[src/core/uplink_trigger_sync_pkg.sv]
/*
 * Package for the uplink trigger and sync block: modes, output signal
 * selections, carrier structs and timing constants.
 * Assumes a 250 MHz core clock and a chip rate of 3.84 Mcps.
 */
package uplink_trigger_sync_pkg;

    localparam int unsigned CORE_CLK_MHZ = 250;
    // Chip period in ps at 3.84 Mcps, used to turn chips into core cycles
    localparam int unsigned CHIP_PERIOD_PS = 260417;
    localparam int unsigned CORE_PERIOD_PS = 4000;
    localparam int unsigned BASE_DELAY_CHIPS = 1024;
    localparam int unsigned SFN_EXTRA_MS = 10;
    localparam int unsigned CHIPS_PER_MS = 3840;
    localparam int unsigned SFN_EXTRA_CHIPS = SFN_EXTRA_MS * CHIPS_PER_MS;
    // Internal chip rate divider: 250 MHz / 3.84 MHz rounds down to 65
    localparam int unsigned INT_CHIP_DIV = (CHIP_PERIOD_PS / CORE_PERIOD_PS);
    localparam logic [7:0] INT_CHIP_DIV_W = 8'h41;
    localparam logic [7:0] PROC_LATENCY_CHIPS = 8'h10;
    localparam logic [31:0] FRAME_CLK_10MS = 32'h0000_0001;
    localparam int unsigned CNT_W = 24;
    localparam logic [23:0] DELAY_BASE = 24'h000400;
    localparam logic [23:0] DELAY_SFN = 24'h009600;
    localparam logic [11:0] CFN_RESET = 12'h000;
    localparam int unsigned FIFO_W = 8;
    localparam int unsigned FIFO_D = 16;

    typedef enum logic {MODE_DPCH, MODE_PRACH} mode_t;

    typedef enum logic [3:0] {
        SEL_NONE, SEL_DPDCH_DATA, SEL_DPDCH_CLK, SEL_DPCCH_DATA, SEL_CHIP_CLK,
        SEL_SYNC_REPLY, SEL_MSG_DATA, SEL_MSG_CLK, SEL_PREAMBLE, SEL_FRAME_SYNC
    } out_sel_t;

    typedef enum logic [1:0] {MULT_X1, MULT_X2, MULT_X4} clk_mult_t;

    // Seven output selections: event1..4, data, data clock, sync
    typedef struct packed {
        out_sel_t [6:0] sel;
    } out_map_t;

    typedef struct packed {
        mode_t mode;
        logic sfn_source;
        logic cm_enable;
        logic tpc_enable;
        logic prach_selected;
        logic msg_aich;
        logic ext_clk_source;
        clk_mult_t ext_mult;
        logic [11:0] timing_offset;
        logic [11:0] slot_offset;
        logic [11:0] stop_frame_number_field;
    } cfg_t;

    typedef struct packed {
        logic sync_pulse;
        logic cm_start;
        logic cm_stop;
        logic tpc_step;
        logic tpc_bits;
        logic prach_start;
        logic msg_start;
    } evt_t;

    function automatic out_map_t default_map(input mode_t m);
        out_map_t r;
        r.sel = {7{SEL_NONE}};
        if (m == MODE_DPCH)
        begin
            r.sel[0] = SEL_DPDCH_DATA;
            r.sel[1] = SEL_DPDCH_CLK;
            r.sel[4] = SEL_DPCCH_DATA;
            r.sel[5] = SEL_CHIP_CLK;
            r.sel[6] = SEL_SYNC_REPLY;
        end
        return r;
    endfunction

endpackage

[src/core/sample_fifo.sv]
/*
 * Flip-flop FIFO with valid/ready on both sides.
 * Assumes both sides share core_clk.
 */
`timescale 1ns/10ps
module sample_fifo #(
    parameter int W = 8,
    parameter int D = 16
) (
    // Clock and reset
    input wire logic core_clk,
    input wire logic nrst,
    // Fill side
    input wire logic in_valid,
    output logic in_ready,
    input wire logic [W-1:0] in_data,
    // Drain side
    output logic out_valid,
    input wire logic out_ready,
    output logic [W-1:0] out_data
);
    localparam int AW = $clog2(D);
    logic [W-1:0] mem [D];
    logic [AW-1:0] wr_ptr;
    logic [AW-1:0] rd_ptr;
    logic [AW:0] count;
    logic push;
    logic pop;

    assign in_ready = (count != D[AW:0]);
    assign out_valid = (count != '0);
    assign out_data = mem[rd_ptr];
    assign push = in_valid && in_ready;
    assign pop = out_valid && out_ready;

    always_ff @(posedge core_clk)
    begin
        if (push)
            mem[wr_ptr] <= in_data;
    end

    always_ff @(posedge core_clk or negedge nrst)
    begin
        if (!nrst)
        begin
            wr_ptr <= '0;
            rd_ptr <= '0;
            count <= '0;
        end
        else
        begin
            if (push)
                wr_ptr <= wr_ptr + 1'b1;
            if (pop)
                rd_ptr <= rd_ptr + 1'b1;
            count <= count + (AW+1)'(push) - (AW+1)'(pop);
        end
    end
endmodule

[src/core/uplink_trigger_sync.sv]
/*
 * Uplink trigger, sync and output routing for a W-CDMA UE generator.
 * Assumes rear-panel trigger pins and the external chip clock arrive
 * asynchronously; the baseband stream arrives on core_clk.
 */
`timescale 1ns/10ps

// Functional notes
// - Frame trigger acts as SFN reset pulse or frame clock, per sfn_source.
// - Sync pulse follows trigger after 1024 chips plus timing and slot offsets.
// - SFN reset source adds another 10 ms of delay.
// - Trigger-to-sync delay path runs only in DPCH mode.
// - Output stream leaves a fixed latency after the sync pulse.
// - Frame trigger sets frame timing so the frame count follows the base station.
// - DPCH: second trigger ends compressed mode at the stop frame number.
// - Stop triggers are ignored unless compressed mode is enabled.
// - DPCH with compressed mode and TPC off: gate trigger starts the pattern.
// - TPC enabled: gate trigger steps DPCH power up or down.
// - DPCH: gate trigger acts only with compressed mode or TPC enabled.
// - DPCH: power control pulse inserts next user TPC bits.
// - External source selected: chip clock comes from the external clock input.
// - External chip clock is multiplied by one, two or four.
// - DPCH events default to DPDCH data, DPDCH clock, none, none.
// - DPCH aux defaults: DPCCH data, chip clock, sync reply.
// - PRACH: second trigger starts message part when AICH triggering is set.
// - PRACH: gate trigger starts the PRACH pattern when PRACH is selected.
// - Frame clock periods of 10, 20, 40, 80 or 2560 ms are accepted.
// - Frame trigger, rear outputs and stream align to the chip clock leading edge; gate, second and power triggers do not.
// - PRACH outputs all default to none.
module uplink_trigger_sync (
    // Clock and reset
    input wire logic core_clk,
    input wire logic nrst,
    // Rear-panel trigger pins
    input wire logic frame_trigger_input,
    input wire logic second_trigger_input,
    input wire logic gate_trigger_input,
    input wire logic power_control_input,
    input wire logic external_chip_clock_input,
    // Configuration
    input wire uplink_trigger_sync_pkg::cfg_t cfg,
    input wire logic map_write,
    input wire uplink_trigger_sync_pkg::out_map_t map_value,
    input wire logic tpc_up_down,
    // Internal signal sources
    input wire logic dpdch_data,
    input wire logic dpcch_data,
    input wire logic msg_data,
    input wire logic preamble_pulse,
    // Baseband stream in
    input wire logic bb_valid,
    output logic bb_ready,
    input wire logic [7:0] bb_data,
    // Generated stream out
    output logic tx_valid,
    output logic [7:0] tx_data,
    // Events and status
    output uplink_trigger_sync_pkg::evt_t events,
    output logic cm_active,
    output logic [11:0] cfn,
    output logic tpc_power_up,
    output logic [6:0] rear_out,
    output uplink_trigger_sync_pkg::out_map_t out_map
);
    ////////////////////////////////////////////////////////////////////////
    logic [1:0] frm_s, sec_s, gate_s, pwr_s, ext_s;
    logic frm_d, sec_d, gate_d, pwr_d, ext_d;
    logic frm_rise, sec_rise, gate_rise, pwr_rise, ext_rise;
    logic chip_en;
    logic [7:0] int_div;
    logic [1:0] mult_cnt;
    logic [7:0] ext_period, ext_since;
    logic [7:0] sub_cnt;
    logic pend_trig;
    logic delay_run;
    logic [23:0] delay_cnt;
    logic [23:0] delay_target;
    logic sync_now;
    logic lat_run;
    logic [7:0] lat_cnt;
    logic release_now;
    logic [1:0] chip_half;
    logic chip_clk_level;
    logic bit_clk;
    logic sync_hold;
    uplink_trigger_sync_pkg::mode_t mode_q;
    logic fifo_valid, fifo_ready;
    logic [7:0] fifo_data;
    logic tx_gate;
    logic [6:0] next_rear;

    function automatic logic rise(input logic now, input logic prev);
        return now && !prev;
    endfunction

    // Two-flop synchronisers; only the second stage feeds logic
    always_ff @(posedge core_clk or negedge nrst)
    begin
        if (!nrst)
        begin
            frm_s <= '0; sec_s <= '0; gate_s <= '0; pwr_s <= '0; ext_s <= '0;
            frm_d <= 1'b0; sec_d <= 1'b0; gate_d <= 1'b0; pwr_d <= 1'b0; ext_d <= 1'b0;
        end
        else
        begin
            frm_s <= {frm_s[0], frame_trigger_input};
            sec_s <= {sec_s[0], second_trigger_input};
            gate_s <= {gate_s[0], gate_trigger_input};
            pwr_s <= {pwr_s[0], power_control_input};
            ext_s <= {ext_s[0], external_chip_clock_input};
            frm_d <= frm_s[1]; sec_d <= sec_s[1]; gate_d <= gate_s[1];
            pwr_d <= pwr_s[1]; ext_d <= ext_s[1];
        end
    end

    assign frm_rise = rise(frm_s[1], frm_d);
    assign sec_rise = rise(sec_s[1], sec_d);
    assign gate_rise = rise(gate_s[1], gate_d);
    assign pwr_rise = rise(pwr_s[1], pwr_d);
    assign ext_rise = rise(ext_s[1], ext_d);

    ////////////////////////////////////////////////////////////////////////
    // Chip enable. External edges are subdivided using the last measured period,
    // so multiplied rates track only after one reference period.
    always_ff @(posedge core_clk or negedge nrst)
    begin
        if (!nrst)
        begin
            int_div <= 8'h00;
            ext_period <= 8'hff;
            ext_since <= 8'h00;
            sub_cnt <= 8'h00;
            mult_cnt <= 2'h0;
            chip_en <= 1'b0;
        end
        else
        begin
            int_div <= (int_div == uplink_trigger_sync_pkg::INT_CHIP_DIV_W - 8'h01) ? 8'h00 : int_div + 8'h01;
            ext_since <= ext_rise ? 8'h00 : ((ext_since == 8'hff) ? ext_since : ext_since + 8'h01);
            if (ext_rise)
                ext_period <= ext_since;
            if (!cfg.ext_clk_source)
                chip_en <= (int_div == 8'h00);
            else if (ext_rise)
            begin
                chip_en <= 1'b1;
                sub_cnt <= 8'h00;
                mult_cnt <= 2'h0;
            end
            else if (cfg.ext_mult != uplink_trigger_sync_pkg::MULT_X1 &&
                     sub_cnt == (ext_period >> ((cfg.ext_mult == uplink_trigger_sync_pkg::MULT_X4) ? 2 : 1)) &&
                     mult_cnt != ((cfg.ext_mult == uplink_trigger_sync_pkg::MULT_X4) ? 2'h3 : 2'h1))
            begin
                chip_en <= 1'b1;
                sub_cnt <= 8'h00;
                mult_cnt <= mult_cnt + 2'h1;
            end
            else
            begin
                chip_en <= 1'b0;
                sub_cnt <= sub_cnt + 8'h01;
            end
        end
    end

    ////////////////////////////////////////////////////////////////////////
    // base plus offsets; SFN adds 10 ms
    assign delay_target = uplink_trigger_sync_pkg::DELAY_BASE + {12'h000, cfg.timing_offset}
                          + {12'h000, cfg.slot_offset}
                          + (cfg.sfn_source ? uplink_trigger_sync_pkg::DELAY_SFN : 24'h000000);
    assign sync_now = delay_run && chip_en && (delay_cnt >= delay_target);
    assign release_now = lat_run && chip_en && (lat_cnt == uplink_trigger_sync_pkg::PROC_LATENCY_CHIPS);

    // Trigger catch: the pin edge is held until the next chip edge
    always_ff @(posedge core_clk or negedge nrst)
    begin
        if (!nrst)
            pend_trig <= 1'b0;
        else if (frm_rise)
            pend_trig <= 1'b1;
        else if (chip_en)
            pend_trig <= 1'b0;
    end

    always_ff @(posedge core_clk or negedge nrst)
    begin
        if (!nrst)
        begin
            delay_run <= 1'b0;
            delay_cnt <= 24'h000000;
        end
        // pulse or frame clock; any frame clock period restarts timing
        else if (pend_trig && chip_en && cfg.mode == uplink_trigger_sync_pkg::MODE_DPCH)
        begin
            delay_run <= 1'b1;
            delay_cnt <= 24'h000001;
        end
        else if (sync_now || cfg.mode != uplink_trigger_sync_pkg::MODE_DPCH)
            delay_run <= 1'b0;
        else if (delay_run && chip_en)
            delay_cnt <= delay_cnt + 24'h000001;
    end

    always_ff @(posedge core_clk or negedge nrst)
    begin
        if (!nrst)
        begin
            lat_run <= 1'b0;
            lat_cnt <= 8'h00;
            tx_gate <= 1'b0;
        end
        else if (sync_now)
        begin
            lat_run <= 1'b1;
            lat_cnt <= 8'h00;
        end
        else if (release_now)
        begin
            lat_run <= 1'b0;
            tx_gate <= 1'b1;
        end
        else if (lat_run && chip_en)
            lat_cnt <= lat_cnt + 8'h01;
    end

    always_ff @(posedge core_clk or negedge nrst)
    begin
        if (!nrst)
            cfn <= uplink_trigger_sync_pkg::CFN_RESET;
        else if (sync_now)
            cfn <= uplink_trigger_sync_pkg::CFN_RESET;
        else if (pend_trig && chip_en && !cfg.sfn_source)
            cfn <= cfn + 12'h001;
    end

    ////////////////////////////////////////////////////////////////////////
    // Trigger decode, one pulse per event
    always_ff @(posedge core_clk or negedge nrst)
    begin
        if (!nrst)
        begin
            events <= '0;
            cm_active <= 1'b0;
            tpc_power_up <= 1'b0;
        end
        else
        begin
            events <= '0;
            events.sync_pulse <= sync_now;
            if (cfg.mode == uplink_trigger_sync_pkg::MODE_DPCH)
            begin
                // gate gated by CM or TPC
                if (gate_rise && cfg.tpc_enable)
                begin
                    events.tpc_step <= 1'b1;
                    tpc_power_up <= tpc_up_down;
                end
                else if (gate_rise && cfg.cm_enable)
                begin
                    events.cm_start <= 1'b1;
                    cm_active <= 1'b1;
                end
                // stop at stop frame; only with CM enabled
                if (sec_rise && cfg.cm_enable)
                    events.cm_stop <= 1'b1;
                if (cm_active && cfg.cm_enable && cfn == cfg.stop_frame_number_field && sec_rise && !(gate_rise && !cfg.tpc_enable))
                    cm_active <= 1'b0;
                if (!cfg.cm_enable)
                    cm_active <= 1'b0;
                events.tpc_bits <= pwr_rise;
            end
            else
            begin
                events.prach_start <= gate_rise && cfg.prach_selected;
                events.msg_start <= sec_rise && cfg.msg_aich;
                cm_active <= 1'b0;
            end
        end
    end

    ////////////////////////////////////////////////////////////////////////
    // Output routing
    always_ff @(posedge core_clk or negedge nrst)
    begin
        if (!nrst)
        begin
            mode_q <= uplink_trigger_sync_pkg::MODE_DPCH;
            out_map <= uplink_trigger_sync_pkg::default_map(uplink_trigger_sync_pkg::MODE_DPCH);
        end
        else
        begin
            mode_q <= cfg.mode;
            if (cfg.mode != mode_q)
                out_map <= uplink_trigger_sync_pkg::default_map(cfg.mode);
            else if (map_write)
                out_map <= map_value;
        end
    end

    always_ff @(posedge core_clk or negedge nrst)
    begin
        if (!nrst)
        begin
            chip_half <= 2'h0;
            chip_clk_level <= 1'b0;
            bit_clk <= 1'b0;
            sync_hold <= 1'b0;
        end
        else
        begin
            if (chip_en)
            begin
                chip_clk_level <= 1'b1;
                chip_half <= chip_half + 2'h1;
                bit_clk <= ~bit_clk;
            end
            else
                chip_clk_level <= 1'b0;
            sync_hold <= sync_now;
        end
    end

    always_comb
    begin
        for (int i = 0; i < 7; i++)
        begin
            unique case (out_map.sel[i])
                uplink_trigger_sync_pkg::SEL_NONE: next_rear[i] = 1'b0;
                uplink_trigger_sync_pkg::SEL_DPDCH_DATA: next_rear[i] = dpdch_data;
                uplink_trigger_sync_pkg::SEL_DPDCH_CLK: next_rear[i] = bit_clk;
                uplink_trigger_sync_pkg::SEL_DPCCH_DATA: next_rear[i] = dpcch_data;
                uplink_trigger_sync_pkg::SEL_CHIP_CLK: next_rear[i] = chip_clk_level;
                uplink_trigger_sync_pkg::SEL_SYNC_REPLY: next_rear[i] = sync_hold;
                uplink_trigger_sync_pkg::SEL_MSG_DATA: next_rear[i] = msg_data;
                uplink_trigger_sync_pkg::SEL_MSG_CLK: next_rear[i] = bit_clk;
                uplink_trigger_sync_pkg::SEL_PREAMBLE: next_rear[i] = preamble_pulse;
                uplink_trigger_sync_pkg::SEL_FRAME_SYNC: next_rear[i] = pend_trig;
                default: next_rear[i] = 1'b0;
            endcase
        end
    end

    // outputs change on chip edges only
    always_ff @(posedge core_clk or negedge nrst)
    begin
        if (!nrst)
            rear_out <= '0;
        else if (chip_en)
            rear_out <= next_rear;
    end

    ////////////////////////////////////////////////////////////////////////
    // Stream: held in the FIFO until the latency window opens, one word a chip
    sample_fifo #(
        .W(uplink_trigger_sync_pkg::FIFO_W),
        .D(uplink_trigger_sync_pkg::FIFO_D)
    ) u_fifo (
        .core_clk(core_clk),
        .nrst(nrst),
        .in_valid(bb_valid),
        .in_ready(fifo_ready),
        .in_data(bb_data),
        .out_valid(fifo_valid),
        .out_ready(tx_gate && chip_en),
        .out_data(fifo_data)
    );

    assign bb_ready = fifo_ready;

    always_ff @(posedge core_clk or negedge nrst)
    begin
        if (!nrst)
        begin
            tx_valid <= 1'b0;
            tx_data <= 8'h00;
        end
        else
        begin
            tx_valid <= tx_gate && chip_en && fifo_valid;
            if (tx_gate && chip_en && fifo_valid)
                tx_data <= fifo_data;
        end
    end
endmodule

[config.mk]
export PLATFORM = sky130hd
export DESIGN_NAME = uplink_trigger_sync
export DESIGN_NICKNAME = d
export VERILOG_FILES = /design/src/core/uplink_trigger_sync_pkg.sv /design/src/core/sample_fifo.sv /design/src/core/uplink_trigger_sync.sv
export SDC_FILE = /design/constraint.sdc
export NUM_CORES = 1
export LEC_CHECK = 0
export BUFFER_PORTS_ARGS = -buffer_cell sky130_fd_sc_hd__buf_2
export CAP_MARGIN = 10
export CORE_UTILIZATION = 30
export DETAILED_ROUTE_END_ITERATION = 10
export PLACE_DENSITY = 0.57
export SLEW_MARGIN = 20
export SYNTH_ARGS = -nofsm -noshare
export SYNTH_HDL_FRONTEND = slang
export SYNTH_SLANG_ARGS = --single-unit
[constraint.sdc]
create_clock -name core_clk -period 3.7 [get_ports core_clk]
set_clock_uncertainty 0.2 [all_clocks]
set_input_delay 0.74 -clock core_clk [delete_from_list [all_inputs] [get_ports core_clk]]
set_output_delay 0.74 -clock core_clk [all_outputs]
set_load 0.02 [all_outputs]
### Word-level counts from Yosys, hierarchy flattened

Memories as Yosys holds them, arrays and structs flattened. A register that Yosys moved wholly into a read port is not among the register bits.
Index checks and enable logic that the tools add are counted.

| storage, ports and cells | value |
|---|---|
| memories kept | 1 |
| register bits | 159 |
| memory bits (read-only) | 0 |
| bits in latches | 0 |
| bits of input ports | 95 |
| RAM bits | 128 |
| word-level logic and storage cells | 257 |
| output and inout port bits | 66 |

| cells by class | value |
|---|---|
| bitwise operators | 3 |
| reduce and logical (&&, ||, !) cells | 61 |
| equality and inequality tests | 77 |
| div/mod/pow operators | 0 |
| $add $sub $neg | 14 |
| mux-type cells | 52 |
| shift-type cells | 1 |
| magnitude comparators | 1 |
| multiply operators | 0 |

Memory list:

| name | depth | width | read ports | clocked after memory_dff | write ports | RTL line | source |
|---|---|---|---|---|---|---|---|
| u_fifo.mem | 16 | 8 | 1 | 1 | 1 | sample_fifo.sv:23 | `logic [W-1:0] mem [D];` |

Operator list:

| cell | count |
|---|---|
| $eq A4 B3 Y1 const B | 28 |
| $mux W24 | 3 |
| $mux W8 | 8 |
| $eq A4 B2 Y1 const B | 14 |
| $eq A4 B4 Y1 const B | 14 |
| $mux W28 | 2 |
| $pmux W1 S8 | 7 |
| $add A8 B1 Y8 const B | 4 |
| $eq A4 B1 Y1 const B | 7 |
| $logic_and A1 B1 Y1 | 27 |
| $add A24 B1 Y24 const B | 1 |
| $ge A24 B17 Y1 | 1 |
| $mux W12 | 2 |
| $mux W1 | 21 |
| $reduce_bool A2 Y1 | 9 |
| $add A14 B16 Y17 | 1 |
| $mux W16 | 1 |
| $add A13 B12 Y14 | 1 |
| $reduce_or A2 Y1 | 7 |
| $add A11 B12 Y13 const A | 1 |
| $add A12 B1 Y12 const B | 1 |
| $eq A12 B12 Y1 | 1 |
| $reduce_and A2 Y1 | 6 |
| $mux W11 | 1 |
| 24 further kinds | 41 |

### Depth between registers and ports, before layout

| logic depth | value |
|---|---|
| depth in word-level cells | 9 |
| depth in mapped cells | 19 |
| depth with buffers taken out | 17 |

### Hierarchy

A second synthesis with hierarchy kept.

| unflattened totals | value |
|---|---|
| cell total of the unflattened synthesis | 1162 |
| area, all modules | 14178.6 um^2 |

Modules (own cells, without submodules):

| module | times used | area an instance (um^2) | seq. area each (um^2) | cells each |
|---|---|---|---|---|
| uplink_trigger_sync | 1 | 8430.6 | 3846.2 | 841 |
| sample_fifo | 1 | 5748.0 | 4169.0 | 321 |

### Least setup slack after synthesis

OpenSTA, ideal clock, no wires.

| path | value |
|---|---|
| path type | input to register |
| start point | input cfg[14] (netlist bit) |
| end point | register delay_cnt[10] |
| arrival time | 4706 ps |
| library setup time | 66 ps |
| path buffers | 1 |
| required time | 3434 ps |
| stages | 17 |
| setup slack | -1272 ps |
| path through | ha_1 > ha_1 > ha_1 > fa_1 > a21o_1 > a21oi_1 > o211ai_1 > a31o_2 > a41oi_1 > ha_1 > a21oi_1 > a21boi_0 > a2111oi_2 > o22ai_2 > buf_4 > or4_1 > nand2_1 |

| between the ends | value |
|---|---|
| cells in the longest elaborated chain, start to end | 7 |

Ends and longest elaborated chain:

| item | RTL line | source |
|---|---|---|
| start: declaration | uplink_trigger_sync.sv:41 | `input wire uplink_trigger_sync_pkg::cfg_t cfg,` |
| $add A13 B12 Y14 | uplink_trigger_sync.sv:169 | `+ {12'h000, cfg.slot_offset}` |
| $add A14 B16 Y17 | uplink_trigger_sync.sv:170 | `+ (cfg.sfn_source ? uplink_trigger_sync_pkg::DELAY_SFN : 24'h000000);` |
| $ge A24 B17 Y1 | uplink_trigger_sync.sv:171 | `assign sync_now = delay_run && chip_en && (delay_cnt >= delay_target);` |
| $logic_and A1 B1 Y1 | uplink_trigger_sync.sv:171 |  |
| $logic_or A1 B1 Y1 | uplink_trigger_sync.sv:198 | `else if (sync_now \|\| cfg.mode != uplink_trigger_sync_pkg::MODE_DPCH)` |
| $ne A2 B2 Y1 (no source line) | n/a |  |
| $reduce_and A2 Y1 (no source line) | n/a |  |
| end signal: assignment | uplink_trigger_sync.sv:201 | `delay_cnt <= delay_cnt + 24'h000001;` |
| end: declaration | uplink_trigger_sync.sv:76 | `logic [23:0] delay_cnt;` |

No other way between the ends.
A chain may end at the register's enable or synchronous reset.

### Worst setup path after layout

| path | value |
|---|---|
| start point | input cfg[26] (netlist bit) |
| end point | register delay_cnt[11] |

| between the ends | value |
|---|---|
| cells in the longest elaborated chain, start to end | 8 |

Ends and longest elaborated chain:

| item | RTL line | source |
|---|---|---|
| $add A11 B12 Y13 | uplink_trigger_sync.sv:168 | `assign delay_target = uplink_trigger_sync_pkg::DELAY_BASE + {12'h000, cfg.timing_offset}` |
| $add A13 B12 Y14 | uplink_trigger_sync.sv:169 |  |
| $add A14 B16 Y17 | uplink_trigger_sync.sv:170 |  |
| $ge A24 B17 Y1 | uplink_trigger_sync.sv:171 |  |
| $logic_and A1 B1 Y1 | uplink_trigger_sync.sv:171 |  |
| $logic_or A1 B1 Y1 | uplink_trigger_sync.sv:198 |  |
| $ne A2 B2 Y1 (no source line) | n/a |  |
| $reduce_and A2 Y1 (no source line) | n/a |  |

No other way between the ends.

==> results.sh <==
export IMPL_ir_worst_vdd_uv=443.3
export IMPL_timing_rr_start="delay_cnt[9]"
export IMPL_critical_path_class="input pin to register"
export IMPL_synthArstFlopShare=0.5646
export IMPL_critPathArrivalTime_ns=4.70
export IMPL_post_synth_num_cell_types=60
export IMPL_pwr_density_cell_nw_per_um2=611.9
export IMPL_drcViolationCount=2
export IMPL_grt_overflow_total=0
export IMPL_synth_cells=1114
export IMPL_cts_root_buf="clkbuf_16"
export IMPL_cts_tree="yes"
export IMPL_slew_violations=0
export IMPL_ys_seq_area_frac=0.5688
export IMPL_final_util=0.3769
export IMPL_grt_setup_unrepaired="yes"
export IMPL_die_w_um=218.7
export IMPL_yosysWarningCount=0
export IMPL_antenna_cells=0
export IMPL_dieHeight_um=218.7
export IMPL_worstSkewPairLatency_ns=0.57
export IMPL_numPortBuffers=160
export IMPL_cp_start_kind="input pin"
export IMPL_cts_sinks=294
export IMPL_grt_pass1_wl_mm=52.55
export IMPL_synth_seq_cells=294
export IMPL_cts_buffers_inserted=36
export IMPL_p_sw_mw=3.296
export IMPL_power_frac_seq=0.406
export IMPL_place_hpwl_mm=23.04
export IMPL_antenna_found_initial=0
export IMPL_synth_area_leaders="edfxtp_1, dfrtp_1, mux4_2"
export IMPL_internal_power_mw=7.419
export IMPL_worst_slack_ns=-0.7237
export IMPL_vias=9506
export IMPL_drtPass1Iterations=8
export IMPL_reg2reg_depth=9
export IMPL_synth_main_ff_cell="dfrtp_1"
export IMPL_cp_required_ns=3.98
export IMPL_endpoint_kind="register"
export IMPL_p_leak_nw=7.338
export IMPL_fmaxAchievable_ghz=0.2261
export IMPL_period_needed_ns=4.424
export IMPL_status="finished with violations"
export IMPL_max_slew_worst_pin_slew_ns=1.049
export IMPL_htreeDepth=2
export IMPL_io_pins=161
export IMPL_combPwrFrac=0.247
export IMPL_cts_hold_buf=0
export IMPL_wl_per_cell_um=16.96
export IMPL_drive_gt1_frac=0.2764
export IMPL_yosysMostFrequentCell="dfrtp_1"
export IMPL_initial_core_util=0.3033
export IMPL_finalSetupViolCount=41
export IMPL_syn_to_final_growth_pct=24.26
export IMPL_maxCapViolCount=0
export IMPL_nets=1486
export IMPL_switching_share=0.3076
export IMPL_power_mw=10.71
export IMPL_crit_path_max_fanout=7
export IMPL_path_clk_slew_ns=0.06
export IMPL_synth_nets=1281
export IMPL_power_frac_clock=0.347
export IMPL_period_share=1.196
export IMPL_relSlewSlack=0.2989
export IMPL_grtUsageTotal=0.1409
export IMPL_hold_viol_final=0
export IMPL_synth_edf_count=128
export IMPL_first_iter_violations=647
export IMPL_num_rows=79
export IMPL_routed_wirelength_mm=33.12
export IMPL_dieArea_um2=47850
export IMPL_r2r_end="delay_cnt[4]"
export IMPL_netlist_top_cell_by_area="edfxtp_1"
export IMPL_cts_buffer_depth=3
export IMPL_grt_pass1_vias=9458
export IMPL_synth_commonest_cells="dfrtp_1, edfxtp_1, nor2_1"
export IMPL_min_delay_path_class="input pin to asynchronous set/reset pin"
export IMPL_syn_avg_cell_area_um2=12.65
export IMPL_rrSetupSlack_ns=0.83
export IMPL_fillers=4453
export IMPL_violations="DRC, setup timing"
export IMPL_finalWeightedCongestion=0.8212
export IMPL_yosysTopAreaCellShare=0.2728
export IMPL_synth_area_um2=14090
export IMPL_drt_antenna_violating_nets=0
export IMPL_grt_max_degree=76
export IMPL_core_area_um2=46460
export IMPL_setup_tns_ns=-24.76
export IMPL_vias_per_cell=4.867
-- stage by stage --
step / hold WS (ns) / instances / area [µm²] / worst slack [ns]
after floorplan: 0.1312 / 1114 / 14230 / -0.9852
after global placement: 0.1354 / 1879 / 15990 / -1.305
after detailed placement: 0.1393 / 1879 / 15990 / -1.319
after CTS: 0.03927 / 1946 / 17380 / -0.6184
after global routing: 0.04204 / 1953 / 17510 / -0.8654
final: 0.02455 / 1953 / 17510 / -0.7237
-- timing repair --
action / 4_1_cts / 5_1_grt
gates cloned: 0 / 3
buffers inserted: 2 / 5
gates resized for setup: 24 / 13
pin swaps: 9 / 12
endpoints found under the setup margin: 41 / 41
-- area by class of cell --
type / count / area (µm²) / area share
multi-input combinational: 723 / 5923 / 0.3383
inverter: 49 / 196.4 / 0.01122
clock buffer: 45 / 934.6 / 0.05338
timing repair buffer: 215 / 1348 / 0.07696
sequential: 294 / 8016 / 0.4578
clock inverter: 20 / 332.8 / 0.01901
tap: 607 / 759.5 / 0.04337
-- routing by layer --
layer  GRT usage  vias to the layer above  wire length (µm)
li1            -                     4496                 -
met1      0.1880                     4694             15160
met2      0.2283                      258             15360
met3     0.02895                       58              1889
met4     0.04468                        0               705
met5           0                        -                 0
-- placed cells by master (no fill, tap or decap), drive strengths merged, types with 24 or more instances in the layout --
cell	netlist	layout
xnor2	33	33
inv	49	51
mux4	40	40
buf	12	213
o21ai	29	29
edfxtp	128	128
clkbuf	36	47
dfrtp	152	152
a21oi	37	37
mux2i	55	55
nor2	103	103
nand2	68	68
ha	68	68
nand3	30	30
nor3	24	24
xor2	40	40
-- state kept, by name (all words and copies together) (netlist names), 5 cells and up --
name and count:
u_fifo.mem 128, out_map 28, delay_cnt 24, cfn 12, ext_since 8, int_div 8, lat_cnt 8, sub_cnt 8
tx_data 8, ext_period 7, rear_out 7, events 6, u_fifo.count 5
-- critical path, cell delays in order --
cell and delay [ns]:
buf_6 0.09, ha_4 0.26, ha_4 0.19, ha_4 0.16
fa_2 0.38, a21o_1 0.19, a21oi_2 0.15, o211ai_1 0.12
a31o_2 0.25, a21oi_2 0.15, xor2_1 0.16, ha_1 0.25
and4_4 0.16, a2111oi_4 0.43, o22ai_4 0.12, buf_6 0.15
clkbuf_16 0.15, or4_1 0.50, nand2_1 0.09
-- how the worst max path moves through the flow --
| stage | cells past startpoint | to | startpoint |
|---|---|---|---|
| after floorplan | 17 | delay_cnt[1] | cfg[43] |
| after global placement | 18 | delay_cnt[1] | cfg[43] |
| after detailed placement | 18 | delay_cnt[1] | cfg[43] |
| after CTS | 18 | delay_cnt[1] | cfg[43] |
| after global routing | 17 | delay_cnt[11] | cfg[17] |
| final | 19 | delay_cnt[11] | cfg[26] |
-- cell families after synthesis --
family,synth area share
fa+ha+maj,0.06606
mux,0.1110
simple gates,0.1199
flops,0.5688
compound gates,0.06197
xor+xnor,0.04537
buf+inv,0.02699
-- power by group through the flow --
stage | sequential, mW | clock (mW) | combinational [mW]
after floorplan | 4.32 | 0 | 1.84
after global placement | 4.39 | 0 | 2.63
after detailed placement | 4.42 | 0 | 2.67
after CTS | 4.36 | 3.84 | 2.70
after global routing | 4.43 | 3.96 | 2.96
final | 4.35 | 3.72 | 2.64
Note: power is estimated with default switching activity, not from simulation.
